===== src/logic/usrt_regs.svh =====
// Register offsets, field positions, reset values and timing counts of the serial port.
`ifndef USRT_REGS_SVH
`define USRT_REGS_SVH
// ****************************************************************
// Register byte offsets
// ****************************************************************
`define USRT_OFS_DATA    12'h000
`define USRT_OFS_CSA     12'h004
`define USRT_OFS_CB      12'h008
`define USRT_OFS_CC      12'h00C
`define USRT_OFS_BAUD    12'h010
// ****************************************************************
// Field positions
// ****************************************************************
`define USRT_CSA_DSPEED  1
`define USRT_CSA_UDRE    5
`define USRT_CSA_TXC     6
`define USRT_CSA_RXC     7
`define USRT_CB_TX9      0
`define USRT_CB_RX9      1
`define USRT_CB_TRANSMITTER_ENABLE     3
`define USRT_CB_RXEN     4
`define USRT_CB_UDRIE    5
`define USRT_CB_TXCIE    6
`define USRT_CC_POL      0
`define USRT_CC_SZ_LO    1
`define USRT_CC_STOP     3
`define USRT_CC_PODD     4
`define USRT_CC_PEN      5
`define USRT_CC_SYNC     6
`define USRT_CC_SZ_HI    7
// ****************************************************************
// Reset values and timing
// ****************************************************************
`define USRT_CC_RESET    8'h06
`define USRT_OVS_NORMAL  5'h10
`define USRT_OVS_DOUBLE  5'h08
`define USRT_SZ_NINE     3'h7
`endif


===== src/logic/usrt_pkg.sv =====
// Types shared by the serial port.
package usrt_pkg;
    typedef enum logic [1:0] {
        USRT_IDLE,
        USRT_SHIFT,
        USRT_STOP
    } usrt_state_t;
    typedef struct packed {
        logic       txd;
        logic       txd_en;
        logic       sync_clock_pin;
        logic       xck_en;
    } usrt_pins_t;
endpackage


===== src/logic/usrt_top.sv =====
// Serial transmitter and receiver front end with an APB register slave.
//
// Decided for this implementation: the address map and the APB register port.
`timescale 1ns/10ps
`include "usrt_regs.svh"
module usrt_top
    import usrt_pkg::*;
#(
    parameter int BAUD_W = 12
) (
    input  wire logic        pclk,
    input  wire logic        presetn,
    input  wire logic        psel,
    input  wire logic        penable,
    input  wire logic        pwrite,
    input  wire logic [11:0] paddr,
    input  wire logic [31:0] pwdata,
    output logic      [31:0] prdata,
    output logic             pready,
    output logic             pslverr,
    input  wire logic        rxd_in,
    input  wire logic        xck_in,
    output usrt_pins_t       pins,
    output logic             rx_pin_claim,
    output logic             udre_irq,
    output logic             txc_irq,
    output logic             rxc_irq,
    input  wire logic        txc_irq_ack
);
    // ****************************************************************
    // Registers and internal state
    // ****************************************************************
    logic [7:0]        cb;
    logic [7:0]        cc;
    logic              dspeed;
    logic [BAUD_W-1:0] baud;
    logic [8:0]        tbuf;
    logic              tbuf_full;
    logic              txc;
    usrt_state_t       tst;
    logic [11:0]       tsh;
    logic [3:0]        tcnt;
    logic [3:0]        tlen;
    logic              transmitter_enable_act;
    logic [BAUD_W-1:0] bdiv;
    logic [4:0]        ovs;
    logic              btick;
    logic              xck_s1;
    logic              xck_s2;
    logic              xck_d;
    logic              rxd_s1;
    logic              rxd_s2;
    usrt_state_t       rst;
    logic [9:0]        rsh;
    logic [3:0]        rcnt;
    logic [4:0]        rovs;
    logic [8:0]        rbuf;
    logic              rxc;
    logic              wr;
    logic              rd;
    logic [2:0]        csz;
    logic              sync_mode;
    logic              xck_rise;
    logic              xck_fall;
    logic              tx_edge;
    logic              rx_edge;
    logic              tx_load;
    logic              tx_shift;
    logic [4:0]        rate;

    // Number of data bits for a size code; codes 4 to 6 fall back to eight.
    function automatic logic [3:0] dbits(input logic [2:0] code);
        case (code)
            3'h0: dbits = 4'h5;
            3'h1: dbits = 4'h6;
            3'h2: dbits = 4'h7;
            3'h7: dbits = 4'h9;
            default: dbits = 4'h8;
        endcase
    endfunction

    // Masks a character to its size; bits above the size read as zero.
    function automatic logic [8:0] cmask(input logic [8:0] d, input logic [2:0] code);
        logic [8:0] m;
        m = 9'h1FF >> (4'h9 - dbits(code));
        cmask = d & m;
    endfunction

    // ****************************************************************
    // Decode and clocking
    // ****************************************************************
    assign wr        = psel && penable && pwrite;
    assign rd        = psel && penable && !pwrite;
    assign csz       = {cc[`USRT_CC_SZ_HI], cc[`USRT_CC_SZ_LO+1], cc[`USRT_CC_SZ_LO]};
    assign sync_mode = cc[`USRT_CC_SYNC];
    assign xck_rise  = xck_s2 && !xck_d;
    assign xck_fall  = !xck_s2 && xck_d;
    // Polarity picks which synchronised edge shifts and which samples.
    assign tx_edge   = cc[`USRT_CC_POL] ? xck_fall : xck_rise;
    assign rx_edge   = cc[`USRT_CC_POL] ? xck_rise : xck_fall;
    assign rate      = dspeed ? `USRT_OVS_DOUBLE : `USRT_OVS_NORMAL;
    assign tx_shift  = (tst == USRT_SHIFT) &&
                       (sync_mode ? tx_edge : (btick && tcnt == 4'(rate - 5'h1)));
    // Reloading at the last shift keeps queued frames back to back, with no idle gap.
    assign tx_load   = tbuf_full && transmitter_enable_act &&
                       (tst == USRT_IDLE || (tx_shift && tlen == 4'h0));

    // Pin synchronisers; the first stage feeds only the second.
    always_ff @(posedge pclk or negedge presetn) begin
        if (!presetn) begin
            xck_s1 <= 1'b0;
            xck_s2 <= 1'b0;
            xck_d  <= 1'b0;
            rxd_s1 <= 1'b1;
            rxd_s2 <= 1'b1;
        end else begin
            xck_s1 <= xck_in;
            xck_s2 <= xck_s1;
            xck_d  <= xck_s2;
            rxd_s1 <= rxd_in;
            rxd_s2 <= rxd_s1;
        end
    end

    // Baud divider gives btick once per oversample period.
    always_ff @(posedge pclk or negedge presetn) begin
        if (!presetn) begin
            bdiv  <= '0;
            btick <= 1'b0;
        end else if (bdiv == '0) begin
            bdiv  <= baud;
            btick <= 1'b1;
        end else begin
            bdiv  <= bdiv - 1'b1;
            btick <= 1'b0;
        end
    end

    // ****************************************************************
    // Register writes
    // ****************************************************************
    always_ff @(posedge pclk or negedge presetn) begin
        if (!presetn) begin
            cb     <= 8'h00;
            cc     <= `USRT_CC_RESET;
            dspeed <= 1'b0;
            baud   <= '0;
        end else if (wr) begin
            if (paddr == `USRT_OFS_CB)
                cb <= {pwdata[7:2], 1'b0, pwdata[0]};
            if (paddr == `USRT_OFS_CC)
                cc <= pwdata[7:0];
            if (paddr == `USRT_OFS_CSA)
                dspeed <= pwdata[`USRT_CSA_DSPEED];
            if (paddr == `USRT_OFS_BAUD)
                baud <= pwdata[BAUD_W-1:0];
        end
    end

    // Transmit buffer; the ninth bit is taken when the data register is written.
    always_ff @(posedge pclk or negedge presetn) begin
        if (!presetn) begin
            tbuf      <= 9'h000;
            tbuf_full <= 1'b0;
        end else if (wr && paddr == `USRT_OFS_DATA) begin
            tbuf      <= {cb[`USRT_CB_TX9], pwdata[7:0]};
            tbuf_full <= 1'b1;
        end else if (tx_load) begin
            tbuf_full <= 1'b0;
        end
    end

    // Transmitter stays owned until both buffer and shifter are empty.
    always_ff @(posedge pclk or negedge presetn) begin
        if (!presetn)
            transmitter_enable_act <= 1'b0;
        else if (cb[`USRT_CB_TRANSMITTER_ENABLE])
            transmitter_enable_act <= 1'b1;
        else if (!tbuf_full && tst == USRT_IDLE)
            transmitter_enable_act <= 1'b0;
    end

    // ****************************************************************
    // Transmit shifter
    // ****************************************************************
    // A frame is start, data LSB first, parity, stops; tlen counts bits.
    always_ff @(posedge pclk or negedge presetn) begin
        if (!presetn) begin
            tst  <= USRT_IDLE;
            tsh  <= 12'hFFF;
            tcnt <= 4'h0;
            tlen <= 4'h0;
        end else if (tx_load) begin
            // Cells above the size fill with ones, so upper bits never escape.
            tsh  <= {2'b11, cmask(tbuf, csz) | ~cmask(9'h1FF, csz), 1'b0};
            if (cc[`USRT_CC_PEN])
                tsh[dbits(csz)+1] <= ^cmask(tbuf, csz) ^ cc[`USRT_CC_PODD];
            tlen <= 4'(dbits(csz) + (cc[`USRT_CC_PEN] ? 4'h1 : 4'h0)
                    + (cc[`USRT_CC_STOP] ? 4'h2 : 4'h1));
            tcnt <= 4'h0;
            tst  <= USRT_SHIFT;
        end else begin
            unique case (tst)
                USRT_IDLE: tst <= USRT_IDLE;
                USRT_SHIFT: begin
                    // One bit per oversample count or per shifting clock edge.
                    if (tx_shift) begin
                        tsh  <= {1'b1, tsh[11:1]};
                        tlen <= tlen - 4'h1;
                        if (tlen == 4'h0)
                            tst <= USRT_STOP;
                    end
                    if (btick && !sync_mode)
                        tcnt <= (tcnt == 4'(rate - 5'h1)) ? 4'h0 : tcnt + 4'h1;
                end
                USRT_STOP: begin
                    tst <= USRT_IDLE;
                end
                default: tst <= USRT_IDLE;
            endcase
        end
    end

    // Complete flag: set wins over any clear in the same cycle.
    always_ff @(posedge pclk or negedge presetn) begin
        if (!presetn)
            txc <= 1'b0;
        else if (tst == USRT_STOP && !tbuf_full)
            txc <= 1'b1;
        else if (txc_irq_ack || (wr && paddr == `USRT_OFS_CSA && pwdata[`USRT_CSA_TXC]))
            txc <= 1'b0;
    end

    // ****************************************************************
    // Receiver
    // ****************************************************************
    // Start is checked mid-bit, later bits one bit time apart; first stop ends.
    always_ff @(posedge pclk or negedge presetn) begin
        if (!presetn) begin
            rst  <= USRT_IDLE;
            rsh  <= 10'h000;
            rcnt <= 4'h0;
            rovs <= 5'h00;
        end else if (!cb[`USRT_CB_RXEN]) begin
            rst <= USRT_IDLE;
        end else begin
            unique case (rst)
                USRT_IDLE: begin
                    rovs <= 5'h00;
                    rcnt <= 4'(dbits(csz) + (cc[`USRT_CC_PEN] ? 4'h1 : 4'h0));
                    if (!rxd_s2)
                        rst <= USRT_SHIFT;
                end
                USRT_SHIFT: begin
                    if (sync_mode ? rx_edge : (btick && rovs == 5'(rate - 5'h1))) begin
                        rovs <= 5'h00;
                        rsh  <= {rxd_s2, rsh[9:1]};
                        rcnt <= rcnt - 4'h1;
                        // Only the first stop is taken; the second is line idle.
                        if (rcnt == 4'h0)
                            rst <= USRT_STOP;
                    end else if (btick) begin
                        rovs <= rovs + 5'h01;
                        if (!sync_mode && rovs == 5'(rate >> 1) && rcnt ==
                            4'(dbits(csz) + (cc[`USRT_CC_PEN] ? 4'h1 : 4'h0)) && rxd_s2)
                            rst <= USRT_IDLE;
                    end
                end
                USRT_STOP: rst <= USRT_IDLE;
                default:   rst <= USRT_IDLE;
            endcase
        end
    end

    // Receive buffer and complete flag; load wins over a same-cycle read.
    always_ff @(posedge pclk or negedge presetn) begin
        if (!presetn) begin
            rbuf <= 9'h000;
            rxc  <= 1'b0;
        end else if (!cb[`USRT_CB_RXEN]) begin
            rxc <= 1'b0;
        end else if (rst == USRT_STOP) begin
            rbuf <= cmask(9'(rsh >> (4'hA - dbits(csz) - (cc[`USRT_CC_PEN] ? 4'h2 : 4'h1))),
                          csz);
            rxc  <= 1'b1;
        end else if (rd && paddr == `USRT_OFS_DATA) begin
            rxc <= 1'b0;
        end
    end

    // ****************************************************************
    // Pins, requests and APB read path
    // ****************************************************************
    always_ff @(posedge pclk or negedge presetn) begin
        if (!presetn) begin
            pins         <= '{txd: 1'b1, txd_en: 1'b0, sync_clock_pin: 1'b0, xck_en: 1'b0};
            rx_pin_claim <= 1'b0;
            udre_irq     <= 1'b0;
            txc_irq      <= 1'b0;
            rxc_irq      <= 1'b0;
        end else begin
            pins.txd     <= (tst == USRT_SHIFT) ? tsh[0] : 1'b1;
            pins.txd_en  <= transmitter_enable_act;
            pins.sync_clock_pin     <= 1'b0;
            pins.xck_en  <= 1'b0;
            rx_pin_claim <= cb[`USRT_CB_RXEN];
            udre_irq     <= !tbuf_full && cb[`USRT_CB_UDRIE];
            txc_irq      <= txc && cb[`USRT_CB_TXCIE];
            rxc_irq      <= rxc;
        end
    end

    // Zero-wait slave; unmapped offsets read zero, and those above the baud register flag an error.
    always_ff @(posedge pclk or negedge presetn) begin
        if (!presetn) begin
            prdata  <= 32'h0000_0000;
            pready  <= 1'b0;
            pslverr <= 1'b0;
        end else begin
            pready  <= psel && !penable;
            pslverr <= psel && !penable && paddr > `USRT_OFS_BAUD;
            prdata  <= 32'h0000_0000;
            if (psel && !penable && !pwrite) begin
                unique case (paddr)
                    `USRT_OFS_DATA: prdata <= {24'h000000, rbuf[7:0]};
                    `USRT_OFS_CSA:  prdata <= {24'h000000, rxc, txc, !tbuf_full, 3'h0,
                                               dspeed, 1'b0};
                    `USRT_OFS_CB:   prdata <= {24'h000000, cb[7:2], rbuf[8], cb[0]};
                    `USRT_OFS_CC:   prdata <= {24'h000000, cc};
                    `USRT_OFS_BAUD: prdata <= 32'(baud);
                    default:        prdata <= 32'h0000_0000;
                endcase
            end
        end
    end
endmodule


===== config.mk =====
export PLATFORM = sky130hd
export DESIGN_NAME = usrt_top
export DESIGN_NICKNAME = d
export VERILOG_FILES = /design/src/logic/usrt_pkg.sv /design/src/logic/usrt_top.sv
export VERILOG_INCLUDE_DIRS = /design/src /design/src/logic
export SDC_FILE = /design/constraint.sdc
export NUM_CORES = 1
export LEC_CHECK = 0
export BUFFER_PORTS_ARGS = -buffer_cell sky130_fd_sc_hd__clkbuf_2
export CORE_MARGIN = 1.5
export CORE_UTILIZATION = 45
export DETAILED_ROUTE_END_ITERATION = 8
export RECOVER_POWER = 25
export SLEW_MARGIN = 40
export SYNTH_ARGS = -nofsm -noshare
export SYNTH_HDL_FRONTEND = slang
export SYNTH_SLANG_ARGS = --single-unit

===== constraint.sdc =====
create_clock -name pclk -period 5.94 [get_ports pclk]
set_input_delay 0.594 -clock pclk [delete_from_list [all_inputs] [get_ports pclk]]
set_output_delay 0.594 -clock pclk [all_outputs]
set_load 0.02 [all_outputs]

==> results.cfg <==
[sta]
setup_total_negative_slack_ps = 0
setup_viol = 0
worst-slew-pin-transition_ps = 3160
fmax_mhz = 262
share_of_the_cycle_needed_by_the_critical_path_after_routing_pct = 64.2
timing.final.max_slew_violations = 61
timing.max_slew.rel_slack_pct = -111
timing.final.hold_violations = 0
min_period_ps = 3820
fin_worst_skew_ps = 5.93
grt_setup_unrepaired = false

[logic_synthesis]
main_combinational_cell_family_by_area_after_synthesis = simple AND/OR/NAND/NOR gates
seq_area_frac_synth_pct = 47.2
synth_area_leader_cell = sky130_fd_sc_hd__dfrtp_1
synth_xor_area_share_pct = 5.28
synth_top_area_share_pct = 40.8
syn_area_per_cell_sq_um = 10.5
post_synthesis_simple_gate_area_fraction_pct = 14.8
yosys-mux-area-fraction_pct = 10.8
synthMostInstantiatedCell = sky130_fd_sc_hd__dfrtp_1
yosys_warnings = 0
synth_cell_type_count = 74
synthCells = 668
synth_top_cells_by_count = sky130_fd_sc_hd__dfrtp_1, sky130_fd_sc_hd__nand2_1, sky130_fd_sc_hd__nor2_1
syn_area_sq_mm = 0.00699
synth-main-ff-cell = sky130_fd_sc_hd__dfrtp_1
async_reset_ff_share_pct = 100
register_bit_total_from_synthesis = 131
synth_compound_gate_area_share_pct = 11.4
count_of_flip_flops_with_a_built_in_enable_after_synthesis = 0
synth-adder-area-share_pct = 4.19
synth_top_cells_by_area = sky130_fd_sc_hd__dfrtp_1, sky130_fd_sc_hd__dfstp_2, sky130_fd_sc_hd__mux2_2, sky130_fd_sc_hd__mux2_1, sky130_fd_sc_hd__nand2_1

[critical_path]
timing.critical_path.from_type = flop
worst-endpoint-arrival_ps = 4140
required_worst_endpoint_ps = 6270
worst_path_maximum_fanout = 16
reg2reg_from = cc[7]$_DFFE_PN0P_
setup.worst_path.class = reg -> reg
cp-end-kind = flop
crit_path_start = cc[7]$_DFFE_PN0P_

[clock_tree]
tritoncts = done
numCtsBuffers = 17
cts_root_buffer = sky130_fd_sc_hd__clkbuf_16
cts-htree-levels = 4
ctsLongestPathBuffers = 2
hold_buffers = 0
worstSkewPairLatency_ps = 420
cts-resized-gates = 0
clkSlewWorstSetupHoldPaths_ps = 50
post_cts_buffers = 0
cts.sink_count = 131

[route]
number_of_design_rule_violations_left_by_the_first_detailed_router_iteration = 344
wire_per_inst_microns = 17.4
drc_errors = 0
route.final.wire_length_mm = 15.9
route.detailed.vias_per_inst = 5.59
route.vias.total = 5108
drt_first_pass_iters = 5
drtAntennaViolNets = 0

[placed_design]
placed_area_sq_mm = 0.00728
dp_hpwl_mm = 11.5
dp.cells = 881
numPortBuffers = 51
gp_weighted_congestion = 0.870

[cells_and_area]
utilization_pct = 51.8
postLayoutCellArea_sq_mm = 0.00787
n_antenna_cell = 0
finalNonFillerCells = 913
nets = 784
drive_gt1_share_pct = 19.3
syn2layout_area_growth_pct = 12.5

[global_route]
grt_first_pass_wirelength_mm = 26.3
number_of_global_route_vias_before_repair = 5054
grt_start_max_net_pins = 73
initial_antenna_violation_count = 0
grt_usage_pct = 21.0
global_route.overflow_total = 0

[die]
initial_utilization_pct = 46.0
floorplan.die.height_microns = 128
io-pin-count = 94
placeableCoreArea_sq_mm = 0.0152
fp.dieArea_sq_mm = 0.0163
rows = 45
die_w_microns = 128

[pwr]
power_mw = 2.38
leakagePower_nw = 3.71
power_density_mw_per_mm2 = 303
peakVddDrop_v = 0.000208

[min_path]
hold_path_class = in -> reg
holdCritStartpoint = rxd_in

[status]
run_status = finished, violations left
violations = capacitance limit, slew limit

[flow_run]
maxCapViolCount = 1
## state kept, by name, indices dropped and copies added (netlist names), 2 cells and up
signal  cells
baud       12
bdiv       12
prdata     12
tsh        12
rsh        10
rbuf        9
tbuf        9
cc          8
cb          7
rovs        5
rcnt        4
tcnt        4
tlen        4
pins        2
rst         2
tst         2
## worst max-delay path: stages (launching register included)
cell and delay, ps:
sky130_fd_sc_hd__dfrtp_1 720, sky130_fd_sc_hd__inv_2 170, sky130_fd_sc_hd__nand2_1 270, sky130_fd_sc_hd__inv_1 190, sky130_fd_sc_hd__ha_1 270, sky130_fd_sc_hd__nor2b_1 120
sky130_fd_sc_hd__xnor3_1 450, sky130_fd_sc_hd__a22o_1 210, sky130_fd_sc_hd__a211oi_1 260, sky130_fd_sc_hd__xnor3_2 360, sky130_fd_sc_hd__or3_1 410, sky130_fd_sc_hd__a221oi_2 280
## logic make-up (layout without fill, tap and decap cells)
logic type	Yosys count	in the layout
buffers and inverters	79	115
other	1	22
and+or+nand+nor	208	208
muxes	69	69
adders and majority gates	22	22
xor gates and xnor gates	38	38
AOI/OAI and AO/OA	120	120
DFF	131	131
## placed cells by master, fill, tap and decap left out, drive strengths merged, types with 9 or more instances in the layout
cell type,count
dfrtp,114
clkbuf,72
nand2,70
mux2,51
nor2,42
o21ai,33
a21oi,32
inv,29
xnor2,25
conb,22
nor3,20
mux2i,18
ha,17
dfstp,17
xor2,11
and3,10
nor2b,9
## final timing paths
check / cells past startpoint / end / slack [ps]
setup / recovery: 11 / tsh[0]$_DFFE_PN1P_ / 2120
hold reg to reg: 0 / rxd_s2$_DFF_PN1_ / 350
setup reg to reg: 11 / tsh[0]$_DFFE_PN1P_ / 2120
min in group asynchronous: 1 / bdiv[8]$_DFF_PN0_ / 1210
hold / removal: 1 / rxd_s1$_DFF_PN1_ / 260
max in group asynchronous: 2 / tcnt[3]$_DFFE_PN0P_ / 2850
## metal layers
metal / GRT usage, % / routed length, microns / up-vias
li1: - / - / 2407
met4: 8.92 / 430 / 0
met2: 33.8 / 7470 / 157
met1: 27.6 / 7250 / 2515
met5: 0 / 0 / -
met3: 4.69 / 744 / 29
## area by class of cell
class	instances	area (sq um)
tap	188	235
fill	1363	7330
clock buffer	21	470
clock inverter	11	126
sequential	131	3300
inverter	28	118
multi-input combinational	479	3330
timing repair buffer	55	287
## power breakdown
part           leakage, nW  switching (mW)  internal (mW)  total (mW)
Sequential            1.73          0.0710           1.00        1.07
Clock                0.282           0.391          0.652        1.04
Combinational         1.70           0.150          0.117       0.267
## per-stage QoR
| step | setup slack [ps] | hold slack (ps) |
|---|---|---|
| floorplan | 2660 | 298 |
| global placement | 2260 | 340 |
| detailed placement | 2190 | 345 |
| CTS | 2160 | 245 |
| global route | 1910 | 250 |
| finish | 2120 | 262 |
Note: power is estimated with default switching activity, not from simulation.
